$ cat src/dpg_regs.svh
// register map, field positions, reset values for the dual gpio port block
// assumes a 32-bit axi4-lite slave with one aligned word per register
`ifndef DPG_REGS_SVH
`define DPG_REGS_SVH

// ----------------------------------------------------------------------
// register indices; byte address is four times the index
// ----------------------------------------------------------------------
`define DPG_IDX_PORT_C_PIN_LATCH 4'h2
`define DPG_IDX_PORT_D_PIN_LATCH 4'h3
`define DPG_IDX_PORT_C_DIRECTION 4'h6
`define DPG_IDX_PORT_D_DIRECTION 4'h7
`define DPG_IDX_ALT_FUNC_CTRL    4'h8
`define DPG_ADDR_W               6
`define DPG_BYTE_ADDR(idx)       ({(idx), 2'h0})

// ----------------------------------------------------------------------
// alternate function control fields
// ----------------------------------------------------------------------
`define DPG_BIT_LOWER_DISPLAY    0
`define DPG_BIT_UPPER_DISPLAY    1
`define DPG_BIT_SERIAL_ENABLE    2
`define DPG_KEYPAD_LSB           4
`define DPG_KEYPAD_MSB           7

// ----------------------------------------------------------------------
// reset values and bus answers
// ----------------------------------------------------------------------
`define DPG_DIRECTION_RESET      8'h00
`define DPG_ALT_CTRL_RESET       8'h00
`define DPG_RESP_OKAY            2'h0
`define DPG_RESP_SLVERR          2'h2

`endif

$ cat src/dpg_pkg.sv
// types for the dual gpio port block
// assumes dpg_regs.svh is on the include path
`default_nettype none
`include "dpg_regs.svh"

package dpg_pkg;

  // --------------------------------------------------------------------
  // complete register state of the block
  // --------------------------------------------------------------------
  typedef struct packed {
    logic [7:0]                pc_latch;
    logic [7:0]                pd_latch;
    logic [7:0]                pc_dir;
    logic [7:0]                pd_dir;
    logic [7:0]                alt_ctl;
    logic [7:0]                pc_out;
    logic [7:0]                pc_oe;
    logic [7:0]                pd_out;
    logic [7:0]                pd_oe;
    logic [3:0]                kbd;
    logic [3:0]                spi_in;
    logic                      awready;
    logic                      wready;
    logic                      aw_have;
    logic [`DPG_ADDR_W-1:0]    aw_addr;
    logic                      w_have;
    logic [7:0]                w_data;
    logic                      w_lane0;
    logic                      bvalid;
    logic [1:0]                bresp;
    logic                      arready;
    logic                      rvalid;
    logic [1:0]                rresp;
    logic [31:0]               rdata;
  } dpg_state_t;

endpackage : dpg_pkg
`default_nettype wire

$ cat src/dpg_gpio.sv
// two 8-bit gpio ports with display, serial and keypad pin takeover
// assumes an axi4-lite master on aclk; pins and alternate sources
// are synchronous to aclk
// data latches power up unknown until software writes them
//
// The AXI4-Lite register port is this design's own decision.
`timescale 1ns/10ps
`default_nettype none
`include "dpg_regs.svh"

// Functional notes
// - port c data latch, read/write
// - reset keeps port c latches
// - port c direction, one drives pin
// - reset clears port c direction
// - port c read: latch if output, else pin
// - latch writes land whenever lane 0 is set, inputs unaffected
// - port c halves go to display frontplanes
// - port d data latch, kept over reset
// - reset keeps port d latches
// - port d direction, one drives pin
// - reset clears port d direction
// - port d read: latch if output, else pin
// - serial enable takes port d pins 0-3
// - keypad enables take port d pins 4-7
// - direction registers read back last write
module dpg_gpio
  import dpg_pkg::*;
(
  input  wire logic                   aclk,
  input  wire logic                   aresetn,
  input  wire logic [`DPG_ADDR_W-1:0] s_axil_awaddr,
  input  wire logic                   s_axil_awvalid,
  output var  logic                   s_axil_awready,
  input  wire logic [31:0]            s_axil_wdata,
  input  wire logic [3:0]             s_axil_wstrb,
  input  wire logic                   s_axil_wvalid,
  output var  logic                   s_axil_wready,
  output var  logic [1:0]             s_axil_bresp,
  output var  logic                   s_axil_bvalid,
  input  wire logic                   s_axil_bready,
  input  wire logic [`DPG_ADDR_W-1:0] s_axil_araddr,
  input  wire logic                   s_axil_arvalid,
  output var  logic                   s_axil_arready,
  output var  logic [31:0]            s_axil_rdata,
  output var  logic [1:0]             s_axil_rresp,
  output var  logic                   s_axil_rvalid,
  input  wire logic                   s_axil_rready,
  input  wire logic [7:0]             port_c_pin_in,
  output var  logic [7:0]             port_c_pin_out,
  output var  logic [7:0]             port_c_pin_oe,
  input  wire logic [7:0]             port_d_pin_in,
  output var  logic [7:0]             port_d_pin_out,
  output var  logic [7:0]             port_d_pin_oe,
  input  wire logic [7:0]             display_frontplane_outputs,
  input  wire logic [3:0]             serial_pin_out,
  input  wire logic [3:0]             serial_pin_oe,
  output var  logic [3:0]             serial_pin_in,
  output var  logic [3:0]             keypad_wake_inputs,
  output var  logic                   upper_half_display_enable,
  output var  logic                   lower_half_display_enable,
  output var  logic                   serial_interface_enable,
  output var  logic [3:0]             keypad_input_enables
);

  // ----------------------------------------------------------------------
  // state
  // ----------------------------------------------------------------------
  dpg_state_t st_reg;
  dpg_state_t st_next;

  // ----------------------------------------------------------------------
  // pin steering, one slice per pin
  // ----------------------------------------------------------------------
  wire logic [7:0] pc_out_sel;
  wire logic [7:0] pc_oe_sel;
  wire logic [7:0] pd_out_sel;
  wire logic [7:0] pd_oe_sel;

  // takeover only steers the pins; latch and direction keep what was written
  for (genvar g = 0; g < 8; g++)
  begin : g_pin
    localparam int DISP_BIT = (g < 4) ? `DPG_BIT_LOWER_DISPLAY : `DPG_BIT_UPPER_DISPLAY;
    wire logic pc_alt;
    wire logic pd_alt;
    wire logic pd_alt_out;
    wire logic pd_alt_oe;
    assign pc_alt = st_reg.alt_ctl[DISP_BIT];
    if (g < 4)
    begin : g_serial
      // the serial block picks its own direction per pin, so it is passed on
      assign pd_alt     = st_reg.alt_ctl[`DPG_BIT_SERIAL_ENABLE];
      assign pd_alt_out = serial_pin_out[g];
      assign pd_alt_oe  = serial_pin_oe[g];
    end
    else
    begin : g_keypad
      // a keypad pin is input only, so its buffer stays off
      assign pd_alt     = st_reg.alt_ctl[g];
      assign pd_alt_out = 1'b0;
      assign pd_alt_oe  = 1'b0;
    end
    // a display half drives its pins whatever the direction bits say
    assign pc_out_sel[g] = pc_alt ? display_frontplane_outputs[g] : st_reg.pc_latch[g];
    assign pc_oe_sel[g]  = pc_alt ? 1'b1 : st_reg.pc_dir[g];
    assign pd_out_sel[g] = pd_alt ? pd_alt_out : st_reg.pd_latch[g];
    assign pd_oe_sel[g]  = pd_alt ? pd_alt_oe : st_reg.pd_dir[g];
  end

  // ----------------------------------------------------------------------
  // read mux; decode error answers zero data
  // ----------------------------------------------------------------------
  function automatic logic [32:0] dpg_read
  (
    input dpg_state_t             s,
    input logic [`DPG_ADDR_W-1:0] addr,
    input logic [7:0]             pc_pins,
    input logic [7:0]             pd_pins
  );
    logic [32:0] res;
    res = {1'b1, 32'h0000_0000};
    if (addr == `DPG_BYTE_ADDR(`DPG_IDX_PORT_C_PIN_LATCH))
    begin
      res = {1'b0, 24'h00_0000, (s.pc_dir & s.pc_latch) | (~s.pc_dir & pc_pins)};
    end
    else if (addr == `DPG_BYTE_ADDR(`DPG_IDX_PORT_D_PIN_LATCH))
    begin
      res = {1'b0, 24'h00_0000, (s.pd_dir & s.pd_latch) | (~s.pd_dir & pd_pins)};
    end
    else if (addr == `DPG_BYTE_ADDR(`DPG_IDX_PORT_C_DIRECTION))
    begin
      res = {1'b0, 24'h00_0000, s.pc_dir};
    end
    else if (addr == `DPG_BYTE_ADDR(`DPG_IDX_PORT_D_DIRECTION))
    begin
      res = {1'b0, 24'h00_0000, s.pd_dir};
    end
    else if (addr == `DPG_BYTE_ADDR(`DPG_IDX_ALT_FUNC_CTRL))
    begin
      res = {1'b0, 24'h00_0000, s.alt_ctl};
    end
    return res;
  endfunction : dpg_read

  // ----------------------------------------------------------------------
  // next state
  // ----------------------------------------------------------------------
  always_comb
  begin
    logic [32:0] rd;
    logic        hit;
    rd      = 33'h0_0000_0000;
    hit     = 1'b0;
    st_next = st_reg;

    // pin drive comes from the steering slices
    st_next.pc_out = pc_out_sel;
    st_next.pc_oe  = pc_oe_sel;
    st_next.pd_out = pd_out_sel;
    st_next.pd_oe  = pd_oe_sel;

    // pin levels handed to the serial and keypad logic
    st_next.spi_in = st_reg.alt_ctl[`DPG_BIT_SERIAL_ENABLE] ? port_d_pin_in[3:0] : 4'h0;
    st_next.kbd    = st_reg.alt_ctl[`DPG_KEYPAD_MSB:`DPG_KEYPAD_LSB] & port_d_pin_in[7:4];

    // write address and data are taken in either order
    // readys drop while a half is held, so a second write waits for the answer
    if (st_reg.awready && s_axil_awvalid)
    begin
      st_next.aw_have = 1'b1;
      st_next.aw_addr = s_axil_awaddr;
    end
    if (st_reg.wready && s_axil_wvalid)
    begin
      st_next.w_have  = 1'b1;
      st_next.w_data  = s_axil_wdata[7:0];
      st_next.w_lane0 = s_axil_wstrb[0];
    end
    if (st_reg.bvalid && s_axil_bready)
    begin
      st_next.bvalid = 1'b0;
    end

    // commit once both halves are held; latches take any write with lane 0 set
    // a write with lane 0 off is answered but changes nothing
    if (st_reg.aw_have && st_reg.w_have && !st_reg.bvalid)
    begin
      hit = 1'b1;
      unique case (st_reg.aw_addr)
        `DPG_BYTE_ADDR(`DPG_IDX_PORT_C_PIN_LATCH):
        begin
          if (st_reg.w_lane0) st_next.pc_latch = st_reg.w_data;
        end
        `DPG_BYTE_ADDR(`DPG_IDX_PORT_D_PIN_LATCH):
        begin
          if (st_reg.w_lane0) st_next.pd_latch = st_reg.w_data;
        end
        `DPG_BYTE_ADDR(`DPG_IDX_PORT_C_DIRECTION):
        begin
          if (st_reg.w_lane0) st_next.pc_dir = st_reg.w_data;
        end
        `DPG_BYTE_ADDR(`DPG_IDX_PORT_D_DIRECTION):
        begin
          if (st_reg.w_lane0) st_next.pd_dir = st_reg.w_data;
        end
        `DPG_BYTE_ADDR(`DPG_IDX_ALT_FUNC_CTRL):
        begin
          if (st_reg.w_lane0) st_next.alt_ctl = st_reg.w_data;
        end
        default:
        begin
          hit = 1'b0;
        end
      endcase
      st_next.bresp   = hit ? `DPG_RESP_OKAY : `DPG_RESP_SLVERR;
      st_next.bvalid  = 1'b1;
      st_next.aw_have = 1'b0;
      st_next.w_have  = 1'b0;
    end
    st_next.awready = !st_next.aw_have && !st_next.bvalid;
    st_next.wready  = !st_next.w_have && !st_next.bvalid;

    // read channel answers on the same edge that takes the address
    // pins are read at the accept edge; a pin that moves later is not seen
    if (st_reg.rvalid && s_axil_rready)
    begin
      st_next.rvalid = 1'b0;
    end
    if (st_reg.arready && s_axil_arvalid)
    begin
      rd             = dpg_read(st_reg, s_axil_araddr, port_c_pin_in, port_d_pin_in);
      st_next.rdata  = rd[31:0];
      st_next.rresp  = rd[32] ? `DPG_RESP_SLVERR : `DPG_RESP_OKAY;
      st_next.rvalid = 1'b1;
    end
    st_next.arready = !st_next.rvalid;

    // synchronous reset; data latches deliberately untouched
    // readys stay low for the reset edge and rise on the first edge after it
    if (!aresetn)
    begin
      st_next.pc_dir  = `DPG_DIRECTION_RESET;
      st_next.pd_dir  = `DPG_DIRECTION_RESET;
      st_next.alt_ctl = `DPG_ALT_CTRL_RESET;
      st_next.pc_out  = 8'h00;
      st_next.pc_oe   = 8'h00;
      st_next.pd_out  = 8'h00;
      st_next.pd_oe   = 8'h00;
      st_next.kbd     = 4'h0;
      st_next.spi_in  = 4'h0;
      st_next.awready = 1'b0;
      st_next.wready  = 1'b0;
      st_next.aw_have = 1'b0;
      st_next.aw_addr = '0;
      st_next.w_have  = 1'b0;
      st_next.w_data  = 8'h00;
      st_next.w_lane0 = 1'b0;
      st_next.bvalid  = 1'b0;
      st_next.bresp   = `DPG_RESP_OKAY;
      st_next.arready = 1'b0;
      st_next.rvalid  = 1'b0;
      st_next.rresp   = `DPG_RESP_OKAY;
      st_next.rdata   = 32'h0000_0000;
      st_next.pc_latch = st_reg.pc_latch;
      st_next.pd_latch = st_reg.pd_latch;
    end
  end

  // ----------------------------------------------------------------------
  // register
  // ----------------------------------------------------------------------
  // no reset branch here: reset is folded into the next-state logic
  // so that the data latches ride through it untouched
  always_ff @(posedge aclk)
  begin
    st_reg <= st_next;
  end

  // ----------------------------------------------------------------------
  // outputs, all straight from the state register
  // ----------------------------------------------------------------------
  // pins follow one edge after the state that steers them
  assign s_axil_awready = st_reg.awready;
  assign s_axil_wready  = st_reg.wready;
  assign s_axil_bresp   = st_reg.bresp;
  assign s_axil_bvalid  = st_reg.bvalid;
  assign s_axil_arready = st_reg.arready;
  assign s_axil_rdata   = st_reg.rdata;
  assign s_axil_rresp   = st_reg.rresp;
  assign s_axil_rvalid  = st_reg.rvalid;
  assign port_c_pin_out = st_reg.pc_out;
  assign port_c_pin_oe  = st_reg.pc_oe;
  assign port_d_pin_out = st_reg.pd_out;
  assign port_d_pin_oe  = st_reg.pd_oe;
  assign serial_pin_in  = st_reg.spi_in;
  assign keypad_wake_inputs        = st_reg.kbd;
  assign upper_half_display_enable = st_reg.alt_ctl[`DPG_BIT_UPPER_DISPLAY];
  assign lower_half_display_enable = st_reg.alt_ctl[`DPG_BIT_LOWER_DISPLAY];
  assign serial_interface_enable   = st_reg.alt_ctl[`DPG_BIT_SERIAL_ENABLE];
  assign keypad_input_enables      = st_reg.alt_ctl[`DPG_KEYPAD_MSB:`DPG_KEYPAD_LSB];

endmodule : dpg_gpio
`default_nettype wire

$ cat config.mk
export PLATFORM = sky130hd
export DESIGN_NAME = dpg_gpio
export DESIGN_NICKNAME = d
export VERILOG_FILES = /design/src/dpg_pkg.sv /design/src/dpg_gpio.sv
export VERILOG_INCLUDE_DIRS = /design/src
export SDC_FILE = /design/constraint.sdc
export NUM_CORES = 1
export LEC_CHECK = 0
export BUFFER_PORTS_ARGS = -buffer_cell sky130_fd_sc_hd__buf_4
export CAP_MARGIN = 30
export CORE_ASPECT_RATIO = 1.4
export CORE_MARGIN = 4
export CORE_UTILIZATION = 53
export DETAILED_ROUTE_END_ITERATION = 7
export PLACE_DENSITY_LB_ADDON = 0.05
export SYNTH_ARGS = -nofsm -noshare
export SYNTH_HDL_FRONTEND = slang
export SYNTH_SLANG_ARGS = --single-unit
$ cat constraint.sdc
create_clock -name aclk -period 5.55 [get_ports aclk]
set_clock_uncertainty 0.05 [all_clocks]
set_input_delay 0.555 -clock aclk [delete_from_list [all_inputs] [get_ports aclk]]
set_output_delay 0.555 -clock aclk [all_outputs]
set_load 0.05 [all_outputs]
## Word-level counts from Yosys, hierarchy flattened

Cells that the tools add are included.

- Bits in registers: 138
- Latch bits: 0
- Memory bits (writable): 0
- Memory bits (read-only): 0
- Output and inout port bits: 88
- Word-level logic and storage cells: 119
- Memories kept: 0

- Add/sub/neg operators: 0
- Multipliers: 0
- Div/mod/pow operators: 0
- Magnitude comparators: 0
- Equality and inequality tests: 10
- Shift operators: 0
- Muxes and demuxes: 42
- Bitwise operators: 10
- Reductions and logical operators: 25

Operators by type and width:

| cell | number |
|---|---|
| $mux W33 | 6 |
| $mux W35 | 1 |
| $and A8 B8 Y8 | 4 |
| $mux W1 | 30 |
| $eq A6 B4 Y1 const B | 4 |
| $eq A6 B5 Y1 const B | 4 |
| $not A8 Y8 | 2 |
| $or A8 B8 Y8 | 2 |
| $eq A6 B6 Y1 const B | 2 |
| $mux W10 | 1 |
| $logic_and A1 B1 Y1 | 9 |
| $reduce_and A3 Y1 | 3 |
| $reduce_and A4 Y1 | 2 |
| $reduce_or A2 Y1 | 4 |
| $mux W7 | 1 |
| $logic_not A1 Y1 | 5 |
| $reduce_or A5 Y1 | 1 |
| $and A4 B4 Y4 | 1 |
| $mux W2 | 2 |
| $mux W3 | 1 |
| $reduce_and A2 Y1 | 1 |
| $not A1 Y1 | 1 |

## Depth between registers and ports, before layout

- Word-level depth: 10
- Depth in mapped cells: 5
- Depth with buffers taken out: 4

## Worst setup path after synthesis

Ideal clock, no wire load.

- Path type: register -> register
- Start point: reg st_reg, in the netlist s_axil_bvalid
- End point: reg st_reg[130] (netlist name) (enable)
- Arrival time: 1.938 ns
- Slack: 3.165 ns
- Cell stages (with the launch flop): 4
- Buffers on the path: 0
- Path through: dfxtp_1 -> and4b_1 -> and2_1 -> nor4b_1

- Word-level cells in the longest chain between the ends: 3

Ends and longest elaborated chain:

| element | line | source |
|---|---|---|
| start: declaration | dpg_gpio.sv:69 | `dpg_state_t st_reg;` |
| start signal: assignment | dpg_gpio.sv:276 | `st_reg <= st_next;` |
| $logic_not A1 Y1 | dpg_gpio.sv:186 | `if (st_reg.aw_have && st_reg.w_have && !st_reg.bvalid)` |
| $logic_and A1 B1 Y1 | dpg_gpio.sv:186 |  |
| $reduce_and A4 Y1 (no source line) | -- |  |

No other way between the ends.
A chain may end at the register's enable or synchronous reset.

==> metrics list <==
- Clock-pin slew was measured on the worst setup and hold paths at approximately 70 ps.
* Hold-fix buffers at CTS: 0
- Commonest cells after routing, fill and taps aside: buf_4, dfxtp_1, nor2_1, nand2_1, a21oi_1
- Part of the cycle the worst path needs: 0.394
- The library cell used most frequently in the layout, excluding fill and tap cells, is buf_4.
* Clock power share: 0.374
- Reg2reg path depth: 4
- At the worst endpoint, the required time is 5770 ps.
- FF-to-FF End: st_reg[131]$_DFFE_PP_
* Highest net fanout along the worst path: 66
- Main flop type after synthesis: dfxtp_1
- Of the total power, the share spent switching nets is 0.245.
* Number of gates resized after cts: 0
- Critical path data arrival time: about 2400 ps
- After synthesis, the share of flip-flops with an asynchronous set or reset is 0.
* Largest net degree at the start of global routing: between 60 and 70
- After routing the design area is between 0.005 and 0.006 mm^2.
* Unique cell type count in the Yosys netlist: 42
- Number of levels the H-tree was split into: 3
- Synthesis produced a netlist whose cell count is slightly below 500.
* Startpoint of the lowest-slack register-to-register path: st_reg[49]$_SDFFE_PN0P_
- Tightest Pin Transition: ~730 ps
- Hold is met by 396 ps.
* Outcome: finished clean
- Counting I/O delays and the setup requirement, the final critical path takes around 2200 ps.
* Share of power burned in combinational logic: 0.105
* Minimum setup slack after placement: 3020 ps
* Number of input and output port buffers inserted: around 120
- For the worst-skew pair, the clock arrives at the later sink with an insertion delay of 340 ps.
- Fmax: roughly 0.46 GHz
- In this run the cell area of the synthesized design comes to roughly 0.0048 mm^2.
* Class of the most critical hold timing path: in2reg
* Total die area: approximately 0.011 mm^2
- Worst setup path class: in2reg
- For this design the static power due to leakage is about 0.0023 uW.
- Worst setup slack after layout: ~3400 ps
- Setup slack on the worst reg-to-reg path comes out at about 3500 ps.
- Setup repair after global routing left no endpoint under its margin.
* Kind of start point of the critical path: input port
- In this run the cell area measured after placement is around 0.0053 mm^2.
- In this run the power spent charging and discharging nets is between 300 and 400 uW.
- Area of the core region: between 0.008 and 0.009 mm^2
* FP Rows: 41
- Fraction of layout cells with a size suffix above 1: 0.304
- In this run the vertical extent of the chip is ~120 um.
- Buffer count from post-CTS setup fixing: 0
- dfxtp_1 takes more of the synthesized area than any other cell.
* Clock tree sinks: roughly 110
- Dpl hpwl: just under 8000 um
- Relative area change from synthesis to final layout: 15.4%
- Share of the synthesized area in the top cell type: 0.397
- Cell internal pwr: between 1000 and 1500 uW
- Measured along the x axis, the die boundary spans about 89 um.
* All-Layer GR Usage: 0.210
* Fin nets: between 600 and 700
- Top-Level Pins: around 180
- Hold endpoint: port_d_pin_oe[3]$_SDFF_PN0_
* Synth warnings: 0
* Via density per instance: 5.33
- Worst voltage drop across the vdd grid: 0.295 mV
- Hold Path Depth: 3
- For this block, the routed nets add up to about 11000 um of wire.
- Number of nets still failing antenna checks after routing: 0
- Starting DRC count in detailed routing: 147
- The number of pins with negative max-slew slack in the final report came to 0.
- Min-Delay Startpoint: serial_pin_oe[3]
- Total overflow reported by the global router: 0
- The synthesized design contains 16 enable-type register cells.
- Rel. slew slack: 0.513
- Setup violations remaining at the end of the flow were counted as 0.
- Ranking of synthesized cells by area: dfxtp_1, buf_4, edfxtp_1
* Final hold vios: 0
- The worst setup path is captured at a register.
- Dividing total power by cell area gives a power density of around 300 mW/mm^2.
* Antenna diodes: 0
- The first global-routing pass estimated 17100 um of wire.
- At the end of routability-driven placement, the weighted congestion stood at around 0.82.
- Buffers from clock root to sink, at most: 2
- Portion of the post-synthesis area used by sequential elements: 0.496
- # Max-Cap Violations: 0
- Largest register FFs: 50
- For this run, design rule violations remaining after detail routing come to 0.
- Average cell area after synthesis: approximately 9.8 um^2
* Via count of the first global-routing pass: 3397
- Before antenna repair, the detailed router went through 4 iterations.
- Setup TNS Final: 0 ps
- CTS root buffer: clkbuf_16
- Drt wl/cell: ~17 um
* Number of buffers created by CTS: 9
- The share of total power dissipated in sequential elements is 0.521.
- For this block, the via count after detailed routing is about 3500.
* Clock tree from TritonCTS: yes
* Initial antenna violation count: 0
* Initial cell density of the core: 0.540
- Number of storage elements in the synthesis netlist: roughly 110
## how the worst max path moves through the flow
stage	startpoint	to	slack [ps]	depth (start not counted)
2_1_floorplan	s_axil_bvalid$_SDFF_PN0_	st_reg[130]$_DFFE_PP_	3160	3
3_3_place_gp	aresetn	st_reg[133]$_DFFE_PP_	3080	3
3_5_place_dp	aresetn	s_axil_rdata[7]$_SDFFE_PN0P_	3020	6
4_1_cts	aresetn	s_axil_rdata[7]$_SDFFE_PN0P_	3380	6
5_1_grt	aresetn	s_axil_rdata[4]$_SDFFE_PN0P_	3250	6
6_report	aresetn	s_axil_rdata[7]$_SDFFE_PN0P_	3360	6
## synthesized netlist by cell type, types with 2 or more instances
cell type  count
and4b_1        2
nor4b_1        2
nand2b_1       8
and2_1         3
o21ai_1        4
a31o_2         8
o21ai_0       14
and3_1        10
a211oi_1       4
a221oi_1       4
nand2_1       38
nand3_1       20
o221ai_1       5
buf_1          4
nor2_1        53
buf_4         80
clkbuf_1      16
a21oi_1       28
mux2i_1       24
dfxtp_1       96
mux2_2        13
edfxtp_1      16
o22ai_1        3
buf_2          4
a21oi_2        2
nand3b_1       6
nor3b_1       12
a2bb2oi_1      3
## metrics by stage
| stage | cells | util | total power [uW] |
|---|---|---|---|
| final | 663 | 0.623 | 1630 |
| after global placement | 646 | 0.590 | 1040 |
| after CTS | 663 | 0.623 | 1640 |
| after global routing | 663 | 0.623 | 1690 |
| after detailed placement | 647 | 0.591 | 1040 |
| after floorplan | 521 | - | 997 |
## routing by layer
metal  GRT usage  part of all wire  vias to the layer above
li1            -                 -                     1725
met1       0.264              0.41                     1679
met2       0.348              0.50                      114
met3      0.0537             0.075                       13
met4      0.0671             0.018                        0
met5           0                 0                        -
## critical path, stage by stage
cell and delay, ps:
buf_4 380, inv_2 80, buf_4 350, nor2_1 610, o221ai_1 240, o21ai_1 160
## kinds of logic (layout without fill, tap and decap cells)
| kind of cell | count (synthesis) | in the layout | synth area share |
|---|---|---|---|
| compound gates | 77 | 77 | 0.102 |
| buf+inv | 105 | 140 | 0.144 |
| flops | 112 | 112 | 0.496 |
| mux | 37 | 37 | 0.0798 |
| other cells | 1 | 26 | 0.000774 |
| simple gates | 164 | 164 | 0.177 |
## cell type report
class,instances,area (um^2)
clock buffer,13,270
tap,107,134
fill,800,3390
sequential,112,2400
multi-input combinational,304,1840
timing repair buffer,123,923
clock inverter,3,15.0
inverter,1,3.75
## power by group through the flow
stage	Sequential (uW)	Combinational [uW]	Clock (uW)
CTS	848	172	624
finish	848	171	609
global route	850	183	653
floorplan	871	126	0
detailed placement	867	171	0
global placement	866	169	0
No activity file was read; power rests on OpenSTA's default activity.
